`src/pcs_pkg.sv`:
```
// Purpose: Constants for the configuration status, class and cache line
//          size registers of one bridge function.
// Assumes: Byte addresses within the function's configuration header.
// Notes:   Reserved and hardwired bits are built from these constants.
//
// What this block does
// RQ1: Writing one to a status flag clears it; writing zero leaves it.
// RQ2: Status bit 15 sets on any detected address or data parity error.
// RQ3: Status bit 14 sets when enabled system error is signalled.
// RQ4: Status bit 13 sets when our master cycle ends in master abort.
// RQ5: Status bit 12 sets when our master cycle receives a target abort.
// RQ6: Status bit 11 sets when we, as target, signal a target abort.
// RQ7: Status bits 10..9 read only, hardwired to medium select timing 01b.
// RQ8: Status bit 8 sets on parity error seen while master, response enabled.
// RQ9: Status bit 7, fast back-to-back capable, always reads zero.
// RQ10: Status bit 6, user definable features, always reads zero.
// RQ11: Status bit 5, high speed capable, always reads zero.
// RQ12: Status bit 4, capability list present, always reads one.
// RQ13: Status bits 3..0 are reserved and read zero.
// RQ14: Status sits at offset 06h and resets to 0210h.
// RQ15: Class register reads bridge, card bus bridge, interface zero.
// RQ16: Lowest class register byte returns the silicon revision, read only.
// RQ17: Cache line size is an 8-bit read/write register resetting to zero.
// RQ18: Each configuration function presents its own bus status register.
// RQ19: Parity response enable gates driving of the parity error pin.
// RQ20: System error pin drives only with both enables for address parity.
// RQ21: A set event wins over a same-cycle write-one clear.

`default_nettype none

package pcs_pkg;

    // ------------------------------------------------------------------
    // Register offsets
    // ------------------------------------------------------------------
    localparam logic [7:0] PCS_OFS_STATUS = 8'h06;
    localparam logic [7:0] PCS_OFS_CLASS = 8'h08;
    localparam logic [7:0] PCS_OFS_CLS = 8'h0c;

    // ------------------------------------------------------------------
    // Status field positions
    // ------------------------------------------------------------------
    localparam int PCS_BIT_DET_PAR = 15;
    localparam int PCS_BIT_SIG_SERR = 14;
    localparam int PCS_BIT_RCV_MABT = 13;
    localparam int PCS_BIT_RCV_TABT = 12;
    localparam int PCS_BIT_SIG_TABT = 11;
    localparam int PCS_BIT_MST_DPAR = 8;

    // ------------------------------------------------------------------
    // Hardwired and reset values
    // ------------------------------------------------------------------
    localparam logic [1:0] PCS_DEVSEL_MEDIUM = 2'h1;
    localparam logic [15:0] PCS_STATUS_RESET = 16'h0210;
    localparam logic [15:0] PCS_STATUS_W1C_MASK = 16'hf900;
    localparam logic [7:0] PCS_BASE_CLASS = 8'h06;
    localparam logic [7:0] PCS_SUB_CLASS = 8'h07;
    localparam logic [7:0] PCS_PROG_IF = 8'h00;
    localparam logic [7:0] PCS_CLS_RESET = 8'h00;

endpackage

`default_nettype wire

```
`src/pcs_cfg_regs.sv`:
```
// Purpose: Status, class/revision and cache line size registers of one
//          configuration function, answering configuration cycles.
// Assumes: Bus engine delivers one-cycle event pulses synchronous to sys_clk.
// Notes:   Read data and acknowledge appear one cycle after the request.

`timescale 1ns/1ps
`default_nettype none

module pcs_cfg_regs
    import pcs_pkg::*;
#(
    parameter logic [2:0] FUNC_NUM = 3'h0,
    // Arbitrary neutral revision value
    parameter logic [7:0] REVISION = 8'h01
) (
    input wire logic sys_clk,
    input wire logic rst_b,
    input wire logic cfg_rd,
    input wire logic cfg_wr,
    input wire logic [2:0] cfg_func,
    input wire logic [7:0] cfg_addr,
    input wire logic [3:0] cfg_be,
    input wire logic [31:0] cfg_wdata,
    output logic cfg_ack,
    output logic [31:0] cfg_rdata,
    input wire logic addr_parity_err,
    input wire logic data_parity_err,
    input wire logic serr_request,
    input wire logic master_abort_rcvd,
    input wire logic target_abort_rcvd,
    input wire logic target_abort_sent,
    input wire logic perr_observed,
    input wire logic master_data_phase,
    input wire logic parity_response_enable,
    input wire logic system_error_enable,
    output logic perr_o_b,
    output logic perr_oe_b,
    output logic serr_o_b,
    output logic serr_oe_b,
    output logic [15:0] bus_error_status,
    output logic [7:0] cache_line_size
);

    // ------------------------------------------------------------------
    // Address decode
    // ------------------------------------------------------------------
    function automatic logic dword_hit(input logic [7:0] a,
                                       input logic [7:0] ofs);
        dword_hit = (a[7:2] == ofs[7:2]);
    endfunction

    // Only cycles for this function touch its registers
    wire logic func_sel = (cfg_func == FUNC_NUM); // RQ18
    wire logic wr_sel = cfg_wr && func_sel;
    wire logic rd_sel = cfg_rd && func_sel;
    wire logic hit_status = dword_hit(cfg_addr, PCS_OFS_STATUS);
    wire logic hit_class = dword_hit(cfg_addr, PCS_OFS_CLASS);
    wire logic hit_cls = dword_hit(cfg_addr, PCS_OFS_CLS);

    // ------------------------------------------------------------------
    // Status flags
    // ------------------------------------------------------------------
    logic [15:0] flags_q;
    logic [15:0] flags_d;
    logic [15:0] set_vec;
    logic [15:0] clr_vec;
    logic [15:0] status_val;
    logic perr_drive_d;
    logic serr_drive_d;

    // Offset 06h is the upper half of dword 04h: lanes 2 and 3
    wire logic status_wr = wr_sel && hit_status;
    wire logic [15:0] status_lane_mask = {{8{cfg_be[3]}}, {8{cfg_be[2]}}};
    assign clr_vec = status_wr ?
        (cfg_wdata[31:16] & status_lane_mask & PCS_STATUS_W1C_MASK) :
        16'h0000; // RQ1

    // Address parity is reported on the pin only with both enables
    assign serr_drive_d = system_error_enable &&
        ((addr_parity_err && parity_response_enable) || serr_request); // RQ20
    assign perr_drive_d = data_parity_err && parity_response_enable; // RQ19

    always_comb begin
        set_vec = 16'h0000;
        set_vec[PCS_BIT_DET_PAR] = addr_parity_err || data_parity_err; // RQ2
        set_vec[PCS_BIT_SIG_SERR] = serr_drive_d; // RQ3
        set_vec[PCS_BIT_RCV_MABT] = master_abort_rcvd; // RQ4
        set_vec[PCS_BIT_RCV_TABT] = target_abort_rcvd; // RQ5
        set_vec[PCS_BIT_SIG_TABT] = target_abort_sent; // RQ6
        set_vec[PCS_BIT_MST_DPAR] = perr_observed && master_data_phase &&
            parity_response_enable; // RQ8
    end

    // Hardwired fields reload every cycle, so a write can never move them
    wire logic [15:0] fixed_bits =
        PCS_STATUS_RESET & ~PCS_STATUS_W1C_MASK; // RQ7 RQ9 RQ10 RQ11
    assign status_val = flags_q; // RQ12 RQ13

    // Set beats clear so an error in the clearing cycle is kept
    assign flags_d = ((set_vec | (flags_q & ~clr_vec)) &
        PCS_STATUS_W1C_MASK) | fixed_bits; // RQ21

    always_ff @(posedge sys_clk) begin
        if (!rst_b) begin
            flags_q <= PCS_STATUS_RESET; // RQ14
        end else begin
            flags_q <= flags_d;
        end
    end

    // ------------------------------------------------------------------
    // Cache line size
    // ------------------------------------------------------------------
    logic [7:0] cls_q;
    logic [7:0] cls_d;
    wire logic cls_wr = wr_sel && hit_cls && cfg_be[0];
    assign cls_d = cls_wr ? cfg_wdata[7:0] : cls_q; // RQ17

    always_ff @(posedge sys_clk) begin
        if (!rst_b) begin
            cls_q <= PCS_CLS_RESET; // RQ17
        end else begin
            cls_q <= cls_d;
        end
    end

    // ------------------------------------------------------------------
    // Read path
    // ------------------------------------------------------------------
    wire logic [31:0] class_val = {PCS_BASE_CLASS, PCS_SUB_CLASS,
                                   PCS_PROG_IF, REVISION}; // RQ15 RQ16
    // Lower half of dword 04h belongs to the command register kept
    // elsewhere; it reads zero here and the merge happens upstream.
    wire logic [31:0] rd_mux =
        hit_status ? {status_val, 16'h0000} :
        hit_class ? class_val :
        hit_cls ? {24'h00_0000, cls_q} :
        32'h0000_0000;

    logic ack_q;
    logic [31:0] rdata_q;
    logic perr_oe_b_q;
    logic serr_oe_b_q;
    logic pin_low_q;

    always_ff @(posedge sys_clk) begin
        if (!rst_b) begin
            ack_q <= 1'b0;
            rdata_q <= 32'h0000_0000;
        end else begin
            ack_q <= rd_sel || wr_sel;
            rdata_q <= rd_sel ? rd_mux : 32'h0000_0000;
        end
    end

    // ------------------------------------------------------------------
    // Open-drain error pins
    // ------------------------------------------------------------------
    // The pins only ever pull low, so the data flop stays at zero
    always_ff @(posedge sys_clk) begin
        if (!rst_b) begin
            perr_oe_b_q <= 1'b1;
            serr_oe_b_q <= 1'b1;
            pin_low_q <= 1'b0;
        end else begin
            perr_oe_b_q <= !perr_drive_d; // RQ19
            serr_oe_b_q <= !serr_drive_d; // RQ20
            pin_low_q <= 1'b0;
        end
    end

    assign cfg_ack = ack_q;
    assign cfg_rdata = rdata_q;
    assign perr_o_b = pin_low_q;
    assign perr_oe_b = perr_oe_b_q;
    assign serr_o_b = pin_low_q;
    assign serr_oe_b = serr_oe_b_q;
    assign bus_error_status = flags_q;
    assign cache_line_size = cls_q;
endmodule

`default_nettype wire

```
`config.mk`:
```
export PLATFORM = sky130hd
export DESIGN_NAME = pcs_cfg_regs
export DESIGN_NICKNAME = d
export VERILOG_FILES = /design/src/pcs_pkg.sv /design/src/pcs_cfg_regs.sv
export SDC_FILE = /design/constraint.sdc
export NUM_CORES = 1
export LEC_CHECK = 0
export BUFFER_PORTS_ARGS = -buffer_cell sky130_fd_sc_hd__buf_2
export CORE_ASPECT_RATIO = 0.6
export CORE_MARGIN = 8
export CORE_UTILIZATION = 37
export DETAILED_ROUTE_END_ITERATION = 16
export GPL_TIMING_DRIVEN = 0
export PLACE_DENSITY_LB_ADDON = 0.15
export SLEW_MARGIN = 20
export SYNTH_ARGS = -nofsm -noshare
export SYNTH_HDL_FRONTEND = slang
export SYNTH_SLANG_ARGS = --single-unit
```
`constraint.sdc`:
```
create_clock -name sys_clk -period 2.1 [get_ports sys_clk]
set_input_delay 0.315 -clock sys_clk [delete_from_list [all_inputs] [get_ports sys_clk]]
set_output_delay 0.315 -clock sys_clk [all_outputs]
set_load 0.005 [all_outputs]
```
==> flow_summary_export.csv, run 1 <==
group,metric,value,unit
finish,antenna_cells,0,
finish,fin_nets,319,
synth,syn-mean-instance-area,9.17,sq um
setup_path,critPathRequiredTime,2.31,ns
pwr,intPower,1.09,mW
timing,tightest_slew,0.720,ns
timing,worst_slack,0.314,ns
setup_path,timing.setup.critical_path_class,"in2reg",
clock_network,post_cts.repair.setup_buffers,0,
floorplan,placementRows,17,
finish,drive_above_1_share,43.2,%
synth,synthesis.instances,155,
global_route,pin_count_of_the_biggest_net_entering_global_routing,11,
floorplan,die_height,64.0,um
detailed_routing,drt_iter0_markers,42,
setup_path,r2r_cells,2,
global_route,grt_first_pass_wirelength,5.80,mm
pwr,largest_voltage_drop_on_the_vdd_net,378,uV
floorplan,placeableCoreArea,3680,sq um
synth,seq_area_frac_synth,47.9,%
clock_network,clock_tree_from_tritoncts,"done",
detailed_routing,route.vias.total,1283,
placement,half_perimeter_wire_length_after_detailed_placement,3.05,mm
pwr,power_switching,0.296,mW
clock_network,cts_repair_resize_count,0,
detailed_routing,viasPerCell,4.19,
detailed_routing,drt_wl_total,3.67,mm
setup_path,end_kind,"flop",
setup_path,path_max_fanout,8,
global_route,grt_antenna_before_repair,0,
synth,synth-async-reset-ratio,0,%
timing,slew_viol_final,0,
timing,grt_setup_unrepaired,"false",
timing,headroom_to_the_max_slew_limit,51.6,%
pwr,report.power.total,1.38,mW
timing,max_clk_rate,560,MHz
floorplan,ios,122,
synth,yosys_warning_count,0,
outcome,result_of_the_run,"finished, final reports clean",
placement,placed_area,1930,sq um
min_path,timing.hold.worst_path_depth,2,
finish,layout.cell_area.non_filler,2040,sq um
timing,worst_clock_skew,0.000795,ns
clock_network,clk_path_buf_depth,2,
timing,finalSetupViolations,0,
min_path,holdCritPathClass,"in2reg",
pwr,seqPwrFrac,47.8,%
global_route,grt_overflow_total,0,
synth,number_of_enable_type_register_cells_in_the_synthesized_netlist,0,
timing,layout_worst_path_cycle_share,85.1,%
global_route,grt.total_usage,12.2,%
finish,syn2layout_area_growth,43.5,%
clock_network,cts_inserted_buffers,5,
timing,hold_violations,0,
pwr,power.share.combinational,10.0,%
synth,ys.flop_type,"dfxtp_1",
finish,n_fill_cell,339,
floorplan,die_area,6150,sq um
clock_network,cts_max_level,2,
pwr,share_clk_of_total_power,42.1,%
placement,placed_cells_incl_taps,298,
detailed_routing,firstDrtPassIters,4,
detailed_routing,route.antenna.remaining_nets,0,
clock_network,tritoncts_num_sinks,34,
clock_network,worst_setup_hold_path_clk_slew,0.07,ns
floorplan,chipWidth,96.0,um
pwr,power_leakage,1.06,nW
finish,multi_input_area,538,sq um
synth,syn_area,1420,sq um
clock_network,worst_skew_pair.late_latency,0.28,ns
synth,netlist-cell-type-count,28,
detailed_routing,detail_route.drc_violations,0,
placement,place.port_buffers,74,
detailed_routing,avgRoutedWirePerCell,12.0,um
finish,layout.cells.non_filler,306,
pwr,power.share.switching,21.4,%
synth,synth_seq_cells,34,
finish,sequential_cell_area,681,sq um
setup_path,crit_path_launch_type,"primary input",
setup_path,cp_data_arrival_time,2.00,ns
floorplan,start_util,38.6,%
global_route,grt_pass1_vias,1247,
flow_run,maxCapViolCount,0,
placement,preCtsSetupSlack,0.000774,ns
timing,final.min_clock_period,1.79,ns
clock_network,count_of_hold_fix_buffers_inserted_at_cts,0,
placement,gp_congestion,0.695,
pwr,power_density,677,nW/um^2
timing,timing.setup.tns,0,ns
clock_network,cts_root_buffer,"clkbuf_8",
[per-layer routing]
layer	vias to the layer above	wire length (um)	share of wire, %	global-route usage, %
met1	549	1630	44	14.6
met2	70	1490	41	17.3
met5	-	0	0	0
met3	7	478	13	7.93
met4	0	65	1.8	4.00
li1	657	-	-	-
[cell usage after synthesis, types with 2 or more instances]
cell type | number | area [sq um]
conb_1 | 2 | 7.51
clkbuf_1 | 4 | 15.0
o21ai_0 | 5 | 25.0
nor2_1 | 2 | 7.51
buf_4 | 27 | 203
nor4_2 | 2 | 25.0
dfxtp_1 | 34 | 681
inv_1 | 15 | 56.3
nand2_1 | 20 | 75.1
nor4_1 | 2 | 12.5
nor3_1 | 8 | 40.0
and2_1 | 6 | 37.5
nand3_1 | 3 | 15.0
mux2i_1 | 8 | 80.1
a31oi_1 | 4 | 25.0
[placed cells by master, fill, tap and decap left out, types with 2 or more instances in the layout]
cell type  Yosys  routed
dfxtp_1       34      34
nor3_1         8       8
a31oi_1        4       4
nor2_1         2       2
nand3_1        3       3
and2_1         6       6
clkbuf_1       4       6
clkbuf_8       0       5
mux2i_1        8       8
nand2_1       20      20
inv_1         15      15
buf_2          0      74
o21ai_0        5       5
conb_1         2      24
nor4_2         2       2
nor4_1         2       2
buf_4         27      27
[flip-flops by register name, indices dropped and copies added (netlist names)]
register	count
cfg_rdata	17
cache_line_size	8
bus_error_status	6
cfg_ack	1
perr_oe_b	1
serr_oe_b	1
[power by group through the flow]
stage | Sequential (mW) | Combinational, mW | Clock [mW]
floorplan | 0.676 | 0.0771 | 0
global placement | 0.676 | 0.135 | 0
detailed placement | 0.675 | 0.136 | 0
CTS | 0.661 | 0.137 | 0.595
global route | 0.662 | 0.156 | 0.633
finish | 0.661 | 0.139 | 0.582
[cells by family (layout without fill, tap and decap cells)]
logic type	count (synthesis)	after routing	share of synthesized area [%]
buffers and inverters	47	129	20.1
AOI/OAI and AO/OA	13	13	5.46
xor gates and xnor gates	1	1	0.616
and+or+nand+nor	50	50	19.8
other	2	24	0.528
muxes	8	8	5.63
DFF	34	34	47.9
[final timing paths]
check / to / startpoint / slack [ns]
worst min register to register: cfg_rdata[1] / cache_line_size[1] / 0.45
worst min-delay path: bus_error_status[13] / cfg_wdata[29] / 0.21
worst max-delay path: cache_line_size[4] / cfg_addr[5] / 0.31
worst max register to register: bus_error_status[15] / bus_error_status[15] / 1.40
[worst max-delay path: stages]
cell and delay, ns:
buf_2 0.09, or4_4 0.52, buf_6 0.15, nor4_4 0.65
mux2i_1 0.26
[per-stage QoR]
step | util [%] | hold WS [ns]
2_1_floorplan | - | 0.387
3_3_place_gp | 52.5 | 0.441
3_5_place_dp | 52.5 | 0.446
4_1_cts | 55.4 | 0.202
5_1_grt | 55.4 | 0.193
6_report | 55.4 | 0.212
[final cells by class]
class	instances	area share (%)
clock buffer	7	3.74
sequential	34	33.4
tap	47	2.88
buffer	32	11.2
clock inverter	1	1.47
timing repair buffer	74	18.2
inverter	15	2.76
multi-input combinational	96	26.4
(Power assumes the default switching activity.)
==> inputs of run 2 (changes only) <==
--- a/config.mk
+++ b/config.mk
@@ -8,7 +8,8 @@
 export BUFFER_PORTS_ARGS = -buffer_cell sky130_fd_sc_hd__buf_2
 export CORE_ASPECT_RATIO = 0.6
 export CORE_MARGIN = 8
-export CORE_UTILIZATION = 37
+export CORE_UTILIZATION = 39
+export CTS_BUF_LIST = sky130_fd_sc_hd__clkbuf_4 sky130_fd_sc_hd__clkbuf_8
 export DETAILED_ROUTE_END_ITERATION = 16
 export GPL_TIMING_DRIVEN = 0
 export PLACE_DENSITY_LB_ADDON = 0.15
==> flow_summary_export.csv, run 2 (same netlist as run 1, synthesis figures left out) <==
group,metric,value,unit
clock_network,count_of_hold_fix_buffers_inserted_at_cts,0,
setup_path,crit_buf_inv,1,
global_route,pin_count_of_the_biggest_net_entering_global_routing,11,
setup_path,critical_path.max_stage_delay,0.67,ns
pwr,power.share.combinational,10.6,%
floorplan,chipWidth,93.9,um
finish,n_fill_cell,343,
setup_path,critPathRequiredTime,2.31,ns
finish,layout.cells.most_common_list,"buf_2, dfxtp_1, buf_4",
timing,grt_setup_unrepaired,"false",
pwr,share_clk_of_total_power,38.4,%
clock_network,post_cts.repair.setup_buffers,0,
finish,sequential_cell_area,681,sq um
global_route,grt.total_usage,12.1,%
timing,worst_clock_skew,0.00255,ns
finish,antenna_cells,0,
timing,headroom_to_the_max_slew_limit,50.8,%
floorplan,die_area,5900,sq um
pwr,power_leakage,1.06,nW
global_route,grt_first_pass_wirelength,5.76,mm
detailed_routing,viasPerCell,4.05,
pwr,power_density,639,nW/um^2
setup_path,critical-path-top-delay-family,"simple AND/OR/NAND/NOR gates",
outcome,result_of_the_run,"finished, final reports clean",
setup_path,cp_data_arrival_time,2.00,ns
clock_network,cts_inserted_buffers,5,
pwr,power.share.switching,22.3,%
placement,place.port_buffers,74,
detailed_routing,drt_iter0_markers,43,
timing,finalSetupViolations,0,
floorplan,placementRows,17,
timing,timing.setup.tns,0,ns
detailed_routing,route.vias.total,1240,
setup_path,path_max_fanout,8,
setup_path,ordered_cell_list_for_the_critical_path,"buf_2 > or4b_1 > nor4_4 > mux2i_1",
finish,fin_nets,319,
timing,hold_violations,0,
setup_path,worstSetupPathDepth,4,
finish,syn2layout_area_growth,42.7,%
detailed_routing,firstDrtPassIters,4,
pwr,power_switching,0.290,mW
setup_path,timing.setup.critical_path_class,"in2reg",
floorplan,start_util,39.8,%
clock_network,cts_repair_resize_count,0,
flow_run,maxCapViolCount,0,
clock_network,tritoncts_num_sinks,34,
global_route,grt_overflow_total,0,
finish,mostFrequentLayoutCell,"buf_2",
finish,layout.cell_area.non_filler,2030,sq um
timing,max_clk_rate,558,MHz
setup_path,crit_slowest_cell,"nor4_4",
pwr,intPower,1.01,mW
global_route,grt_antenna_before_repair,0,
finish,multi_input_area,538,sq um
setup_path,end_kind,"flop",
finish,largest_register_ffs,17,
clock_network,clk_path_buf_depth,2,
detailed_routing,route.antenna.remaining_nets,0,
pwr,seqPwrFrac,51.0,%
placement,gp_congestion,0.752,
clock_network,worst_setup_hold_path_clk_slew,0.07,ns
finish,postLayoutCoreUtil,56.8,%
floorplan,placeableCoreArea,3570,sq um
setup_path,crit_path_launch_type,"primary input",
timing,layout_worst_path_cycle_share,85.3,%
floorplan,die_height,62.8,um
clock_network,cts_max_level,2,
finish,drive_above_1_share,44.0,%
clock_network,cts_root_buffer,"clkbuf_8",
clock_network,worst_skew_pair.late_latency,0.28,ns
timing,final.min_clock_period,1.79,ns
placement,half_perimeter_wire_length_after_detailed_placement,2.97,mm
detailed_routing,detail_route.drc_violations,0,
min_path,holdCritPathClass,"in2reg",
placement,placed_area,1930,sq um
pwr,largest_voltage_drop_on_the_vdd_net,299,uV
clock_network,clock_tree_from_tritoncts,"done",
min_path,timing.hold.worst_path_depth,2,
timing,slew_viol_final,0,
detailed_routing,avgRoutedWirePerCell,11.6,um
global_route,grt_pass1_vias,1292,
detailed_routing,drt_wl_total,3.56,mm
floorplan,ios,122,
timing,tightest_slew,0.733,ns
setup_path,r2r_cells,2,
-- run 2: changes by cell type in the layout (fill, tap and decap cells not counted) --
cell / previous run / this run
clkbuf_4: 0 / 1
clkinv_2: 0 / 1
clkbuf_1: 6 / 4
clkbuf_8: 5 / 6
bufinv_16: 1 / 0
-- run 2: final cells by class --
| cell class | count | area share (%) |
|---|---|---|
| timing repair buffer | 74 | 18.3 |
| sequential | 34 | 33.6 |
| multi-input combinational | 96 | 26.5 |
| tap | 47 | 2.90 |
| buffer | 32 | 11.3 |
| inverter | 15 | 2.78 |
| clock inverter | 1 | 0.247 |
| clock buffer | 7 | 4.44 |
-- run 2: power by group through the flow --
| stage | registers, mW | logic, mW | clock network (mW) |
|---|---|---|---|
| 2_1_floorplan | 0.676 | 0.0771 | 0 |
| 3_3_place_gp | 0.675 | 0.135 | 0 |
| 3_5_place_dp | 0.675 | 0.136 | 0 |
| 4_1_cts | 0.661 | 0.136 | 0.513 |
| 5_1_grt | 0.662 | 0.156 | 0.534 |
| 6_report | 0.661 | 0.138 | 0.498 |
-- run 2: worst paths after layout --
path | slack [ns] | to | from
max | 0.31 | cache_line_size[7] | cfg_func[1]
min | 0.21 | bus_error_status[12] | cfg_wdata[28]
max reg2reg | 1.42 | bus_error_status[15] | bus_error_status[15]
min reg2reg | 0.45 | cfg_rdata[3] | cache_line_size[3]
-- run 2: routing by layer --
metal	wire length [um]	vias to the layer above	track usage (%)	share of wire, %
met3	450	2	6.59	13
met2	1580	57	17.7	44
met4	27	0	5.30	0.76
li1	-	660	-	-
met5	0	-	0	0
met1	1500	521	14.0	42
-- run 2: stage by stage --
step	std cells	hold WS, ns	total power, mW	setup WS [ns]
after CTS	306	0.203	1.31	0.320
after global routing	306	0.218	1.35	0.211
final	306	0.215	1.30	0.309
after global placement	298	0.438	0.810	0.0505
after floorplan	177	0.387	0.754	0.283
after detailed placement	298	0.446	0.811	0.0218
